**src/char_display_map.vh**
```
// Constants for the character display instruction decoder
`ifndef CHAR_DISPLAY_MAP_VH
`define CHAR_DISPLAY_MAP_VH
`define DISPLAY_DEPTH 128
`define GLYPH_DEPTH 64
`define SPACE_CODE 8'h20
`define HOME_ADDR 7'h00
`define LINE1_LAST 7'h27
`define LINE2_FIRST 7'h40
`define LINE2_LAST 7'h67
`define GLYPH_LAST 6'h3F
`define SHIFT_LAST 6'h27
`define COLUMN_WRAP 6'h28
`define CURSOR_ROW 3'h7
`define ALL_LIT 5'h1F
`define CMD_DISPLAY_ADDR 7
`define CMD_GLYPH_ADDR 6
`define CMD_FUNCTION 5
`define CMD_SHIFT 4
`define CMD_CONTROL 3
`define CMD_ENTRY 2
`define CMD_HOME 1
`define CMD_CLEAR 0
`define RST_INCREMENT 1'b1
`define RST_SHIFT_ENABLE 1'b0
`define RST_DISPLAY_ON 1'b0
`define RST_CURSOR_ON 1'b0
`define RST_BLINK_ON 1'b0
`define BLINK_HALF_MS 500
`define CLOCK_KHZ 100000
// Half blink period in cycles: 500 ms at 100 MHz
`define BLINK_HALF_CYCLES 26'h2FAF080
`endif

```
**src/address_stepper.v**
```verilog
// Address counter step with display and glyph memory wrap
`timescale 1ns/100ps
`include "char_display_map.vh"
module address_stepper (
  input wire [6:0] i_address,
  input wire i_glyph,
  input wire i_up,
  output reg [6:0] o_next
);
  always @* begin
    if (i_glyph) begin
      o_next = {1'b0, i_up ? i_address[5:0] + 6'h01 :
                i_address[5:0] - 6'h01};
    end else if (i_up) begin
      if (i_address == `LINE1_LAST) begin
        o_next = `LINE2_FIRST;
      end else if (i_address == `LINE2_LAST) begin
        o_next = `HOME_ADDR;
      end else begin
        o_next = i_address + 7'h01;
      end
    end else begin
      if (i_address == `LINE2_FIRST) begin
        o_next = `LINE1_LAST;
      end else if (i_address == `HOME_ADDR) begin
        o_next = `LINE2_LAST;
      end else begin
        o_next = i_address - 7'h01;
      end
    end
  end
endmodule // address_stepper

```
**src/char_display_instruction_decoder.v**
```verilog
// Instruction decoder, memories and scan lookup of a 2x20 display
`timescale 1ns/100ps
`include "char_display_map.vh"
// Summary of operation
// - 64-byte glyph memory holds eight 5x8 glyphs
// - Codes 0-0F map to glyph rows, bit3 ignored
// - Clear fills spaces, homes, unshifts, sets increment
// - Home resets counter and shift, memories kept
// - Entry mode stores direction and shift enable
// - Display write shifts image when enabled
// - Display control latches display enable
// - Cursor lights eighth row at counter position
// - Blink alternates cursor character with all-lit
// - Shift command steps counter by direction bit
// - Shift-select bit moves image left or right
// - Shift command reselects display memory
// - Data transfers use counter and selected memory
// - Glyph address command loads six bits
// - Display address command loads seven bits
// - Command read returns counter, busy zero
// - Data write steps counter; display writes shift when enabled
module char_display_instruction_decoder #(
  parameter [25:0] BLINK_HALF_CYCLES = `BLINK_HALF_CYCLES
) (
  input wire i_clock,
  input wire i_rst,
  input wire i_strobe,
  input wire i_command_data_select,
  input wire i_read,
  input wire [7:0] i_data,
  input wire [4:0] i_scan_column,
  input wire i_scan_line,
  input wire [2:0] i_scan_row,
  output reg [7:0] o_read_data,
  output reg o_read_valid,
  output reg [6:0] o_address_counter,
  output reg o_glyph_select,
  output reg o_increment,
  output reg o_shift_enable,
  output reg o_display_on,
  output reg o_cursor_on,
  output reg o_blink_on,
  output reg [5:0] o_shift_offset,
  output reg [7:0] o_char_code,
  output reg [4:0] o_pixel_row,
  output reg o_pixel_override
);
  reg [7:0] display_memory [0:`DISPLAY_DEPTH-1];
  reg [`DISPLAY_DEPTH-1:0] display_written;
  reg [7:0] glyph_memory [0:`GLYPH_DEPTH-1];
  reg [25:0] blink_count;
  reg blink_phase;

  wire cmd_write = i_strobe & ~i_command_data_select & ~i_read;
  wire cmd_read = i_strobe & ~i_command_data_select & i_read;
  wire data_write = i_strobe & i_command_data_select & ~i_read;
  wire data_read = i_strobe & i_command_data_select & i_read;
  wire shift_cmd = cmd_write && i_data[7:5] == 3'h0 &&
    i_data[`CMD_SHIFT];
  wire step_up = shift_cmd ? i_data[2] : o_increment;
  wire [6:0] stepped;
  wire [7:0] display_value = display_written[o_address_counter] ?
    display_memory[o_address_counter] : `SPACE_CODE;
  wire [5:0] offset_left = (o_shift_offset == `SHIFT_LAST) ? 6'h00 :
    o_shift_offset + 6'h01;
  wire [5:0] offset_right = (o_shift_offset == 6'h00) ? `SHIFT_LAST :
    o_shift_offset - 6'h01;

  address_stepper u_stepper (
    .i_address(o_address_counter),
    .i_glyph(o_glyph_select & ~shift_cmd),
    .i_up(step_up),
    .o_next(stepped)
  );

  // Scan lookup of the character at a screen position
  wire [5:0] column_sum = {1'b0, i_scan_column} + o_shift_offset;
  wire [5:0] column_addr = (column_sum >= `COLUMN_WRAP) ?
    column_sum - `COLUMN_WRAP : column_sum;
  wire [6:0] scan_addr = {i_scan_line, column_addr};
  wire [7:0] scan_code = display_written[scan_addr] ?
    display_memory[scan_addr] : `SPACE_CODE;
  wire [5:0] scan_glyph_addr = {scan_code[2:0], i_scan_row};
  wire scan_user = scan_code[7:4] == 4'h0;
  wire at_cursor = ~o_glyph_select && scan_addr == o_address_counter;
  // Blink wins over the underline cursor
  wire blink_lit = at_cursor && o_blink_on && blink_phase;
  wire cursor_lit = at_cursor && o_cursor_on &&
    i_scan_row == `CURSOR_ROW;

  // One cycle behind the scan inputs
  always @(posedge i_clock) begin
    if (i_rst) begin
      o_char_code <= `SPACE_CODE;
      o_pixel_row <= 5'h00;
      o_pixel_override <= 1'b1;
    end else begin
      o_char_code <= scan_code;
      if (!o_display_on) begin
        o_pixel_row <= 5'h00;
        o_pixel_override <= 1'b1;
      end else if (blink_lit) begin
        o_pixel_row <= `ALL_LIT;
        o_pixel_override <= 1'b1;
      end else if (cursor_lit) begin
        o_pixel_row <= `ALL_LIT;
        o_pixel_override <= 1'b1;
      end else begin
        o_pixel_row <= glyph_memory[scan_glyph_addr][4:0];
        o_pixel_override <= scan_user;
      end
    end
  end

  // Divider tick once every half blink period
  wire blink_tick = blink_count == BLINK_HALF_CYCLES - 26'h0000001;
  always @(posedge i_clock) begin
    if (i_rst || !o_blink_on || blink_tick) begin
      blink_count <= 26'h0000000;
    end else begin
      blink_count <= blink_count + 26'h0000001;
    end
  end

  // Blink phase flips on each tick
  always @(posedge i_clock) begin
    if (i_rst || !o_blink_on) begin
      blink_phase <= 1'b0;
    end else if (blink_tick) begin
      blink_phase <= ~blink_phase;
    end
  end

  // No reset here: glyph memory keeps its patterns
  wire store_glyph = data_write & o_glyph_select & ~i_rst;
  wire store_display = data_write & ~o_glyph_select & ~i_rst;
  always @(posedge i_clock) begin
    if (store_glyph) begin
      glyph_memory[o_address_counter[5:0]] <= i_data;
    end
    if (store_display) begin
      display_memory[o_address_counter] <= i_data;
    end
  end

  // Command decode and machine state
  always @(posedge i_clock) begin
    if (i_rst) begin
      display_written <= {`DISPLAY_DEPTH{1'b0}};
      o_address_counter <= `HOME_ADDR;
      o_glyph_select <= 1'b0;
      o_increment <= `RST_INCREMENT;
      o_shift_enable <= `RST_SHIFT_ENABLE;
      o_display_on <= `RST_DISPLAY_ON;
      o_cursor_on <= `RST_CURSOR_ON;
      o_blink_on <= `RST_BLINK_ON;
      o_shift_offset <= 6'h00;
      o_read_data <= 8'h00;
      o_read_valid <= 1'b0;
    end else begin
      o_read_valid <= 1'b0;
      // Highest set bit picks the command
      if (cmd_write) begin
        if (i_data[`CMD_DISPLAY_ADDR]) begin
          o_address_counter <= i_data[6:0];
          o_glyph_select <= 1'b0;
        end else if (i_data[`CMD_GLYPH_ADDR]) begin
          o_address_counter <= {1'b0, i_data[5:0]};
          o_glyph_select <= 1'b1;
        end else if (i_data[`CMD_FUNCTION]) begin
          // Bus width, lines, brightness: nothing kept here
          o_glyph_select <= o_glyph_select;
        end else if (i_data[`CMD_SHIFT]) begin
          o_address_counter <= stepped;
          o_glyph_select <= 1'b0;
          if (i_data[3]) begin
            o_shift_offset <= i_data[2] ? offset_right :
              offset_left;
          end
        end else if (i_data[`CMD_CONTROL]) begin
          o_display_on <= i_data[2];
          o_cursor_on <= i_data[1];
          o_blink_on <= i_data[0];
        end else if (i_data[`CMD_ENTRY]) begin
          o_increment <= i_data[1];
          o_shift_enable <= i_data[0];
        end else if (i_data[`CMD_HOME]) begin
          o_address_counter <= `HOME_ADDR;
          o_glyph_select <= 1'b0;
          o_shift_offset <= 6'h00;
        end else if (i_data[`CMD_CLEAR]) begin
          // Written flags make clear a one-cycle job
          display_written <= {`DISPLAY_DEPTH{1'b0}};
          o_address_counter <= `HOME_ADDR;
          o_glyph_select <= 1'b0;
          o_shift_offset <= 6'h00;
          o_increment <= 1'b1;
        end
      end
      if (cmd_read) begin
        o_read_data <= {1'b0, o_address_counter};
        o_read_valid <= 1'b1;
      end
      if (data_write) begin
        if (!o_glyph_select) begin
          display_written[o_address_counter] <= 1'b1;
          if (o_shift_enable) begin
            o_shift_offset <= o_increment ? offset_left :
              offset_right;
          end
        end
        o_address_counter <= stepped;
      end
      // Reads step the counter but never shift
      if (data_read) begin
        o_read_data <= o_glyph_select ?
          glyph_memory[o_address_counter[5:0]] : display_value;
        o_read_valid <= 1'b1;
        o_address_counter <= stepped;
      end
    end
  end
endmodule // char_display_instruction_decoder

```
**config.mk**
```make
export PLATFORM = sky130hd
export DESIGN_NAME = char_display_instruction_decoder
export DESIGN_NICKNAME = d
export VERILOG_FILES = /design/src/address_stepper.v /design/src/char_display_instruction_decoder.v
export VERILOG_INCLUDE_DIRS = /design/src
export SDC_FILE = /design/constraint.sdc
export NUM_CORES = 2
export LEC_CHECK = 0
export BUFFER_PORTS_ARGS = -buffer_cell sky130_fd_sc_hd__buf_2
export CAP_MARGIN = 10
export CORE_UTILIZATION = 60
export DETAILED_ROUTE_END_ITERATION = 12
export PLACE_DENSITY = 0.8
export SLEW_MARGIN = 20
export SYNTH_ARGS = -nofsm -noshare
export SYNTH_HDL_FRONTEND = slang
export SYNTH_HIERARCHICAL = 1
export SYNTH_SLANG_ARGS = --single-unit
```
**constraint.sdc**
```tcl
create_clock -name i_clock -period 13.6 [get_ports i_clock]
set_input_delay 4.08 -clock i_clock [delete_from_list [all_inputs] [get_ports i_clock]]
set_output_delay 4.08 -clock i_clock [all_outputs]
set_load 0.02 [all_outputs]
```
Yosys cells after proc, flatten, opt, wreduce, memory -nomap -nowiden:

Memories as Yosys holds them, arrays and structs flattened. A register that Yosys moved wholly into a read port is not among the register bits.
Cells that the tools add are included.

* memory bits (writable): 1536
* output and inout bits: 42
* memories: 2
* input bits: 22
* register bits: 197

* muxes and demuxes: 83
* eq/ne operators: 14
* bitwise operators: 25
* $lt $le $gt $ge: 4
* reductions and logical operators: 28
* add/subtract/negate cells: 9

Memories
* display_memory: words 128, width 8, read ports 2, clocked after memory_dff 1, wr ports 1, RTL line char_display_instruction_decoder.v:48 `` reg [7:0] display_memory [0:`DISPLAY_DEPTH-1]; ``
* glyph_memory: words 64, width 8, read ports 2, clocked after memory_dff 1, wr ports 1, RTL line char_display_instruction_decoder.v:50 `` reg [7:0] glyph_memory [0:`GLYPH_DEPTH-1]; ``

Operators with widths (number)
* $mux W128: 12
* $mux W7: 19
* $or A128 B128 Y128: 1
* $mux W6: 21
* $mux W8: 5
* $add A26 B1 Y26 const B: 1
* $eq A26 B26 Y1 const B: 1
* $mux W1: 21
* $lt A7 B8 Y1 const B: 2
* $bmux W1 S7: 2
* $eq A7 B7 Y1 const B: 2
* $not A1 Y1: 13
* $add A6 B1 Y6 const B: 2
* $ne A6 B1 Y1 const B: 2
* $sub A6 B1 Y6 const B: 2
* $and A1 B1 Y1: 11
* $mux W5: 2
* $reduce_and A5 Y1: 2
* $logic_and A1 B1 Y1: 8
* $ne A4 B1 Y1 const B: 2
* $reduce_and A8 Y1: 1
* $add A7 B1 Y7 const B: 1
* $demux W1 S7: 1
* $eq A7 B6 Y1 const B: 1
* 25 further kinds: 28

Longest topological paths before layout:

* word-level depth: 17
* mapped depth: 22

By module:

The synthesis kept the hierarchy.

By module, submodules not included
* char_display_instruction_decoder: times used 1, seq. area each 50208.2 µm², area each 79438.7 µm², cells each 4126
* address_stepper: times used 1, seq. area each 0.0 µm², area each 585.6 µm², cells each 80

Worst setup path after synthesis:

OpenSTA, ideal clock, no wires.

* path type: in2reg
* from: input i_scan_column[0]
* to: register o_pixel_row[3]
* library setup time: 0.079 ns
* data arrival time: 7.919 ns
* setup slack: 5.602 ns
* stages on the path: 19
* cells stage by stage: ha_1 -> fa_1 -> nand3_1 -> a21boi_0 -> nor2_1 -> buf_2 -> inv_1 -> ha_1 -> inv_1 -> a31o_2 -> buf_2 -> o211ai_1 -> mux4_2 -> a211oi_1 -> nor3_1 -> o21ai_2 -> nor3b_2 -> o211ai_1 -> o211ai_1

* cells in the longest elaborated chain, start to end: 9
* elaborated cells between the ends (all ways): 17
* classes of those cells: add/sub: 2; order compare: 1; eq/ne: 1; mux: 6; reduce/logical: 5; memory: 2

Ends and longest elaborated chain
* start: declaration: RTL line char_display_instruction_decoder.v:31 `input wire [4:0] i_scan_column,`
* $add A5 B6 Y6 *: RTL line char_display_instruction_decoder.v:77 `wire [5:0] column_sum = {1'b0, i_scan_column} + o_shift_offset;`
* $sub A6 B6 Y6 (no line) or $ge A6 B6 Y1 (tied branches)
* $mux W6 *: RTL line char_display_instruction_decoder.v:78 `` wire [5:0] column_addr = (column_sum >= `COLUMN_WRAP) ? ``
* $bmux W1 S7 or $eq A7 B7 Y1 (tied branches): RTL line char_display_instruction_decoder.v:81, char_display_instruction_decoder.v:85
* $mux W1 (not written as such) or $logic_and A1 B1 Y1 (tied branches): RTL line char_display_instruction_decoder.v:81, char_display_instruction_decoder.v:85
* $mux W8 (no line) or $logic_and A1 B1 Y1 (tied branches)
* $mem_v2 Z64 W8 or $logic_and A1 B1 Y1 (tied branches)
* $mux W5: RTL line char_display_instruction_decoder.v:105 `end else if (cursor_lit) begin`
* $mux W5 *: RTL line char_display_instruction_decoder.v:102 `end else if (blink_lit) begin`
* end signal: assignment: RTL line char_display_instruction_decoder.v:103 `` o_pixel_row <= `ALL_LIT; ``
* end signal: assignment: RTL line char_display_instruction_decoder.v:106 `` o_pixel_row <= `ALL_LIT; ``
* end signal: assignment: RTL line char_display_instruction_decoder.v:109 `o_pixel_row <= glyph_memory[scan_glyph_addr][4:0];`
* end: declaration: RTL line char_display_instruction_decoder.v:45 `output reg [4:0] o_pixel_row,`

Every way passes the cells marked *; elsewhere a longest branch is shown, timed or not. The select of a mux whose other input is x is not followed.
A chain may end at the register's enable or synchronous reset.

Worst setup path after layout:

* from: input i_scan_column[0]
* to: register o_pixel_row[0]

The elaborated chain is that of the path after synthesis.

==> metrics <==
root buffer cell clkbuf_16; vias in the first global route 46589; routed via count between 40000 and 50000; part of the cycle the worst path needs 0.651; critical path class in -> reg; outcome complete, no violations; Max VDD drop between 0.0001 and 0.00015 V; Residual DRC 0; post-DR wirelength/cell roughly 38 um; Hold Buf Count CTS 0; RSZ-0062 raised after global routing no; synth unique cells between 70 and 80; worst endpoint required time roughly 14 ns; Post-Syn Area 0.0800 sq mm; Synth async-reset ratio 0; ys flop type edfxtp_1; Layout area overhead 10.5%; max-slew violations 0; largest net degree at the start of global routing between 100 and 150; sequential cell area fraction in the yosys report 0.627; initial antenna violation count 10; P_leak 28.5 nW; CTS buffer count approximately 170; setup repair bufs after CTS 0; Die Ht between 300 and 400 um; post-synthesis cell count 4206; drt first pass iters 9; TritonCTS clock tree yes; Max Root-Sink Buffers 3; Final GP Congestion approximately 0.98; DIE AREA approximately 0.13 sq mm; Post-CTS Resized 0; Worst Clk Skew 0.0381 ns; EDFF count, synth 1536; fin crit period 8.85 ns; CTS Sinks 1740; total grt overflow 0; Die Width roughly 370 um; Initial Util 0.606; power density cells about 130 mW/mm^2; Fin. Hold Viols 0; Setup Viol. Count Final 0; number of routed nets with antenna violations 0; Worst Setup End Kind flop; DR iter-0 viols 8320; GRT Overall Usage 0.358; DRT Wirelength approximately 240000 um; Via density approximately 7.7; Rows between 100 and 150; Syn. warnings 6; Mapped Nets between 4000 and 5000; Synth Register Bits 1740; I/O pin cnt 64; clock-pin transition on the worst setup and hold timing paths around 0.060 ns; # H-tree levels 4; PortBufs between 60 and 70; hold_ws 0.461 ns; clk_lat worst skew about 0.84 ns; first-pass GRT wire length 340000 um; slew margin rel. 0.183; measured slew at the worst slew-check pin ~1.2 ns; setup TNS 0 ns; Critical Path AT about 9.6 ns; nature of the critical path startpoint input pin; Avg Cell Area, Syn about 19 sq um; layout cell share with drive strength beyond 1 0.337; Core Region 0.132 sq mm; Final nets between 4000 and 5000; critical path fanouts, max 31; achievable frequency approximately 110 MHz; Hold Crit Class reg -> reg; maxcap violations 0; detailed placer's ending HPWL around 150000 um
## per-layer routing
metal	vias up	GRT usage	routed length (um)
met2	4106	0.527	108000
met5	-	0.00605	253
met1	24472	0.487	80200
met3	812	0.120	35400
li1	18005	-	-
met4	20	0.165	12900
## cell usage in the layout, fill, tap and decap left out, types with 28 or more instances in the layout
master and count:
a21o_1 133, a21oi_1 53, a22oi_1 53, buf_2 53
buf_4 143, clkbuf_1 31, clkbuf_16 181, clkinv_2 35
dfxtp_1 196, edfxtp_1 1536, mux2i_1 90, mux4_2 931
nand2_1 110, nand3_1 48, nand4_1 41, nor2_1 295
o21ai_0 28
## synth_stat cells (9+ instances only)
library cell	number	area share
edfxtp_1	1536	0.58
mux4_2	931	0.26
nor2_1	320	0.015
clkbuf_1	210	0.0099
dfxtp_1	204	0.051
a21o_1	133	0.012
nand2_1	113	0.0053
mux2i_1	90	0.011
buf_2	57	0.0036
a21oi_1	53	0.0033
a22oi_1	53	0.0050
nand3_1	48	0.0030
buf_1	43	0.0020
nand4_1	41	0.0032
nor3_1	28	0.0018
o21ai_0	28	0.0018
a211oi_1	27	0.0025
xor2_1	25	0.0027
xnor2_1	22	0.0024
ha_1	16	0.0025
o211ai_1	16	0.0015
inv_1	15	0.00070
nor2b_1	13	0.0010
a31oi_1	12	0.00094
o2111ai_1	12	0.0013
a221oi_1	11	0.0012
a22o_1	9	0.00099
and3_1	9	0.00070
## flip-flops by register name, indices dropped and copies added, names as in the netlist, 5 cells and up, named ones only
name               cells
o_char_code            8
display_written      128
o_pixel_row            5
blink_count           26
o_shift_offset         6
o_address_counter      7
glyph_memory         512
o_read_data            8
display_memory      1024
## power breakdown
group | switching [mW] | total, mW | internal (mW)
clock network | 2.11 | 4.87 | 2.76
logic | 0.697 | 1.17 | 0.468
registers | 0.0343 | 5.85 | 5.81
## per-stage QoR
stage / util / power [mW] / setup slack (ns) / cells / cell area, sq um
after floorplan: - / 6.64 / 5.60 / 4206 / 80000
after global placement: 0.626 / 7.07 / 4.06 / 5850 / 82600
after detailed placement: 0.626 / 7.09 / 4.00 / 5850 / 82600
after CTS: 0.670 / 11.8 / 4.89 / 6174 / 88400
after global routing: 0.670 / 12.1 / 4.44 / 6174 / 88400
final: 0.670 / 11.9 / 4.75 / 6183 / 88400
## logic make-up after synthesis
| logic type | count (synthesis) | synth area share |
|---|---|---|
| compound gates | 402 | 0.0364 |
| xor+xnor | 47 | 0.00514 |
| fa+ha+maj | 18 | 0.00300 |
| buf+inv | 338 | 0.0177 |
| flops | 1740 | 0.627 |
| mux | 1030 | 0.275 |
| simple gates | 631 | 0.0358 |
## cell type report
cell class / instances / area [sq um]
Sequential cell: 1740 / 50200
Antenna cell: 9 / 22.5
Multi-Input combinational cell: 2128 / 28600
Clock inverter: 94 / 870
Fill cell: 8196 / 43500
Inverter: 15 / 56.3
Clock buffer: 230 / 4890
Tap cell: 1755 / 2200
Timing Repair Buffer: 212 / 1590
## worst max-delay path: stages
cell      delay [ns]
buf_2           0.11
ha_4            0.17
fa_4            0.49
nand3_1         0.15
a21boi_0        0.14
nor2_1          0.74
inv_1           0.11
ha_1            0.33
inv_1           0.07
a31o_2          0.24
o211a_1         0.73
o221ai_1        0.26
nand4_1         0.18
nand4_1         0.28
a31oi_4         0.23
buf_4           0.47
mux2i_1         0.30
mux2i_1         0.15
a21oi_1         0.20
o211ai_1        0.10
## final timing paths
check	startpoint	to	slack (ns)	cells past startpoint
max	i_scan_column[0]	o_pixel_row[0]	4.75	20
min	blink_count[0]	blink_count[0]	0.46	1
max reg2reg	o_shift_offset[2]	o_pixel_row[0]	7.50	18
min reg2reg	blink_count[0]	blink_count[0]	0.46	1
No activity file was read; power rests on OpenSTA's default activity.
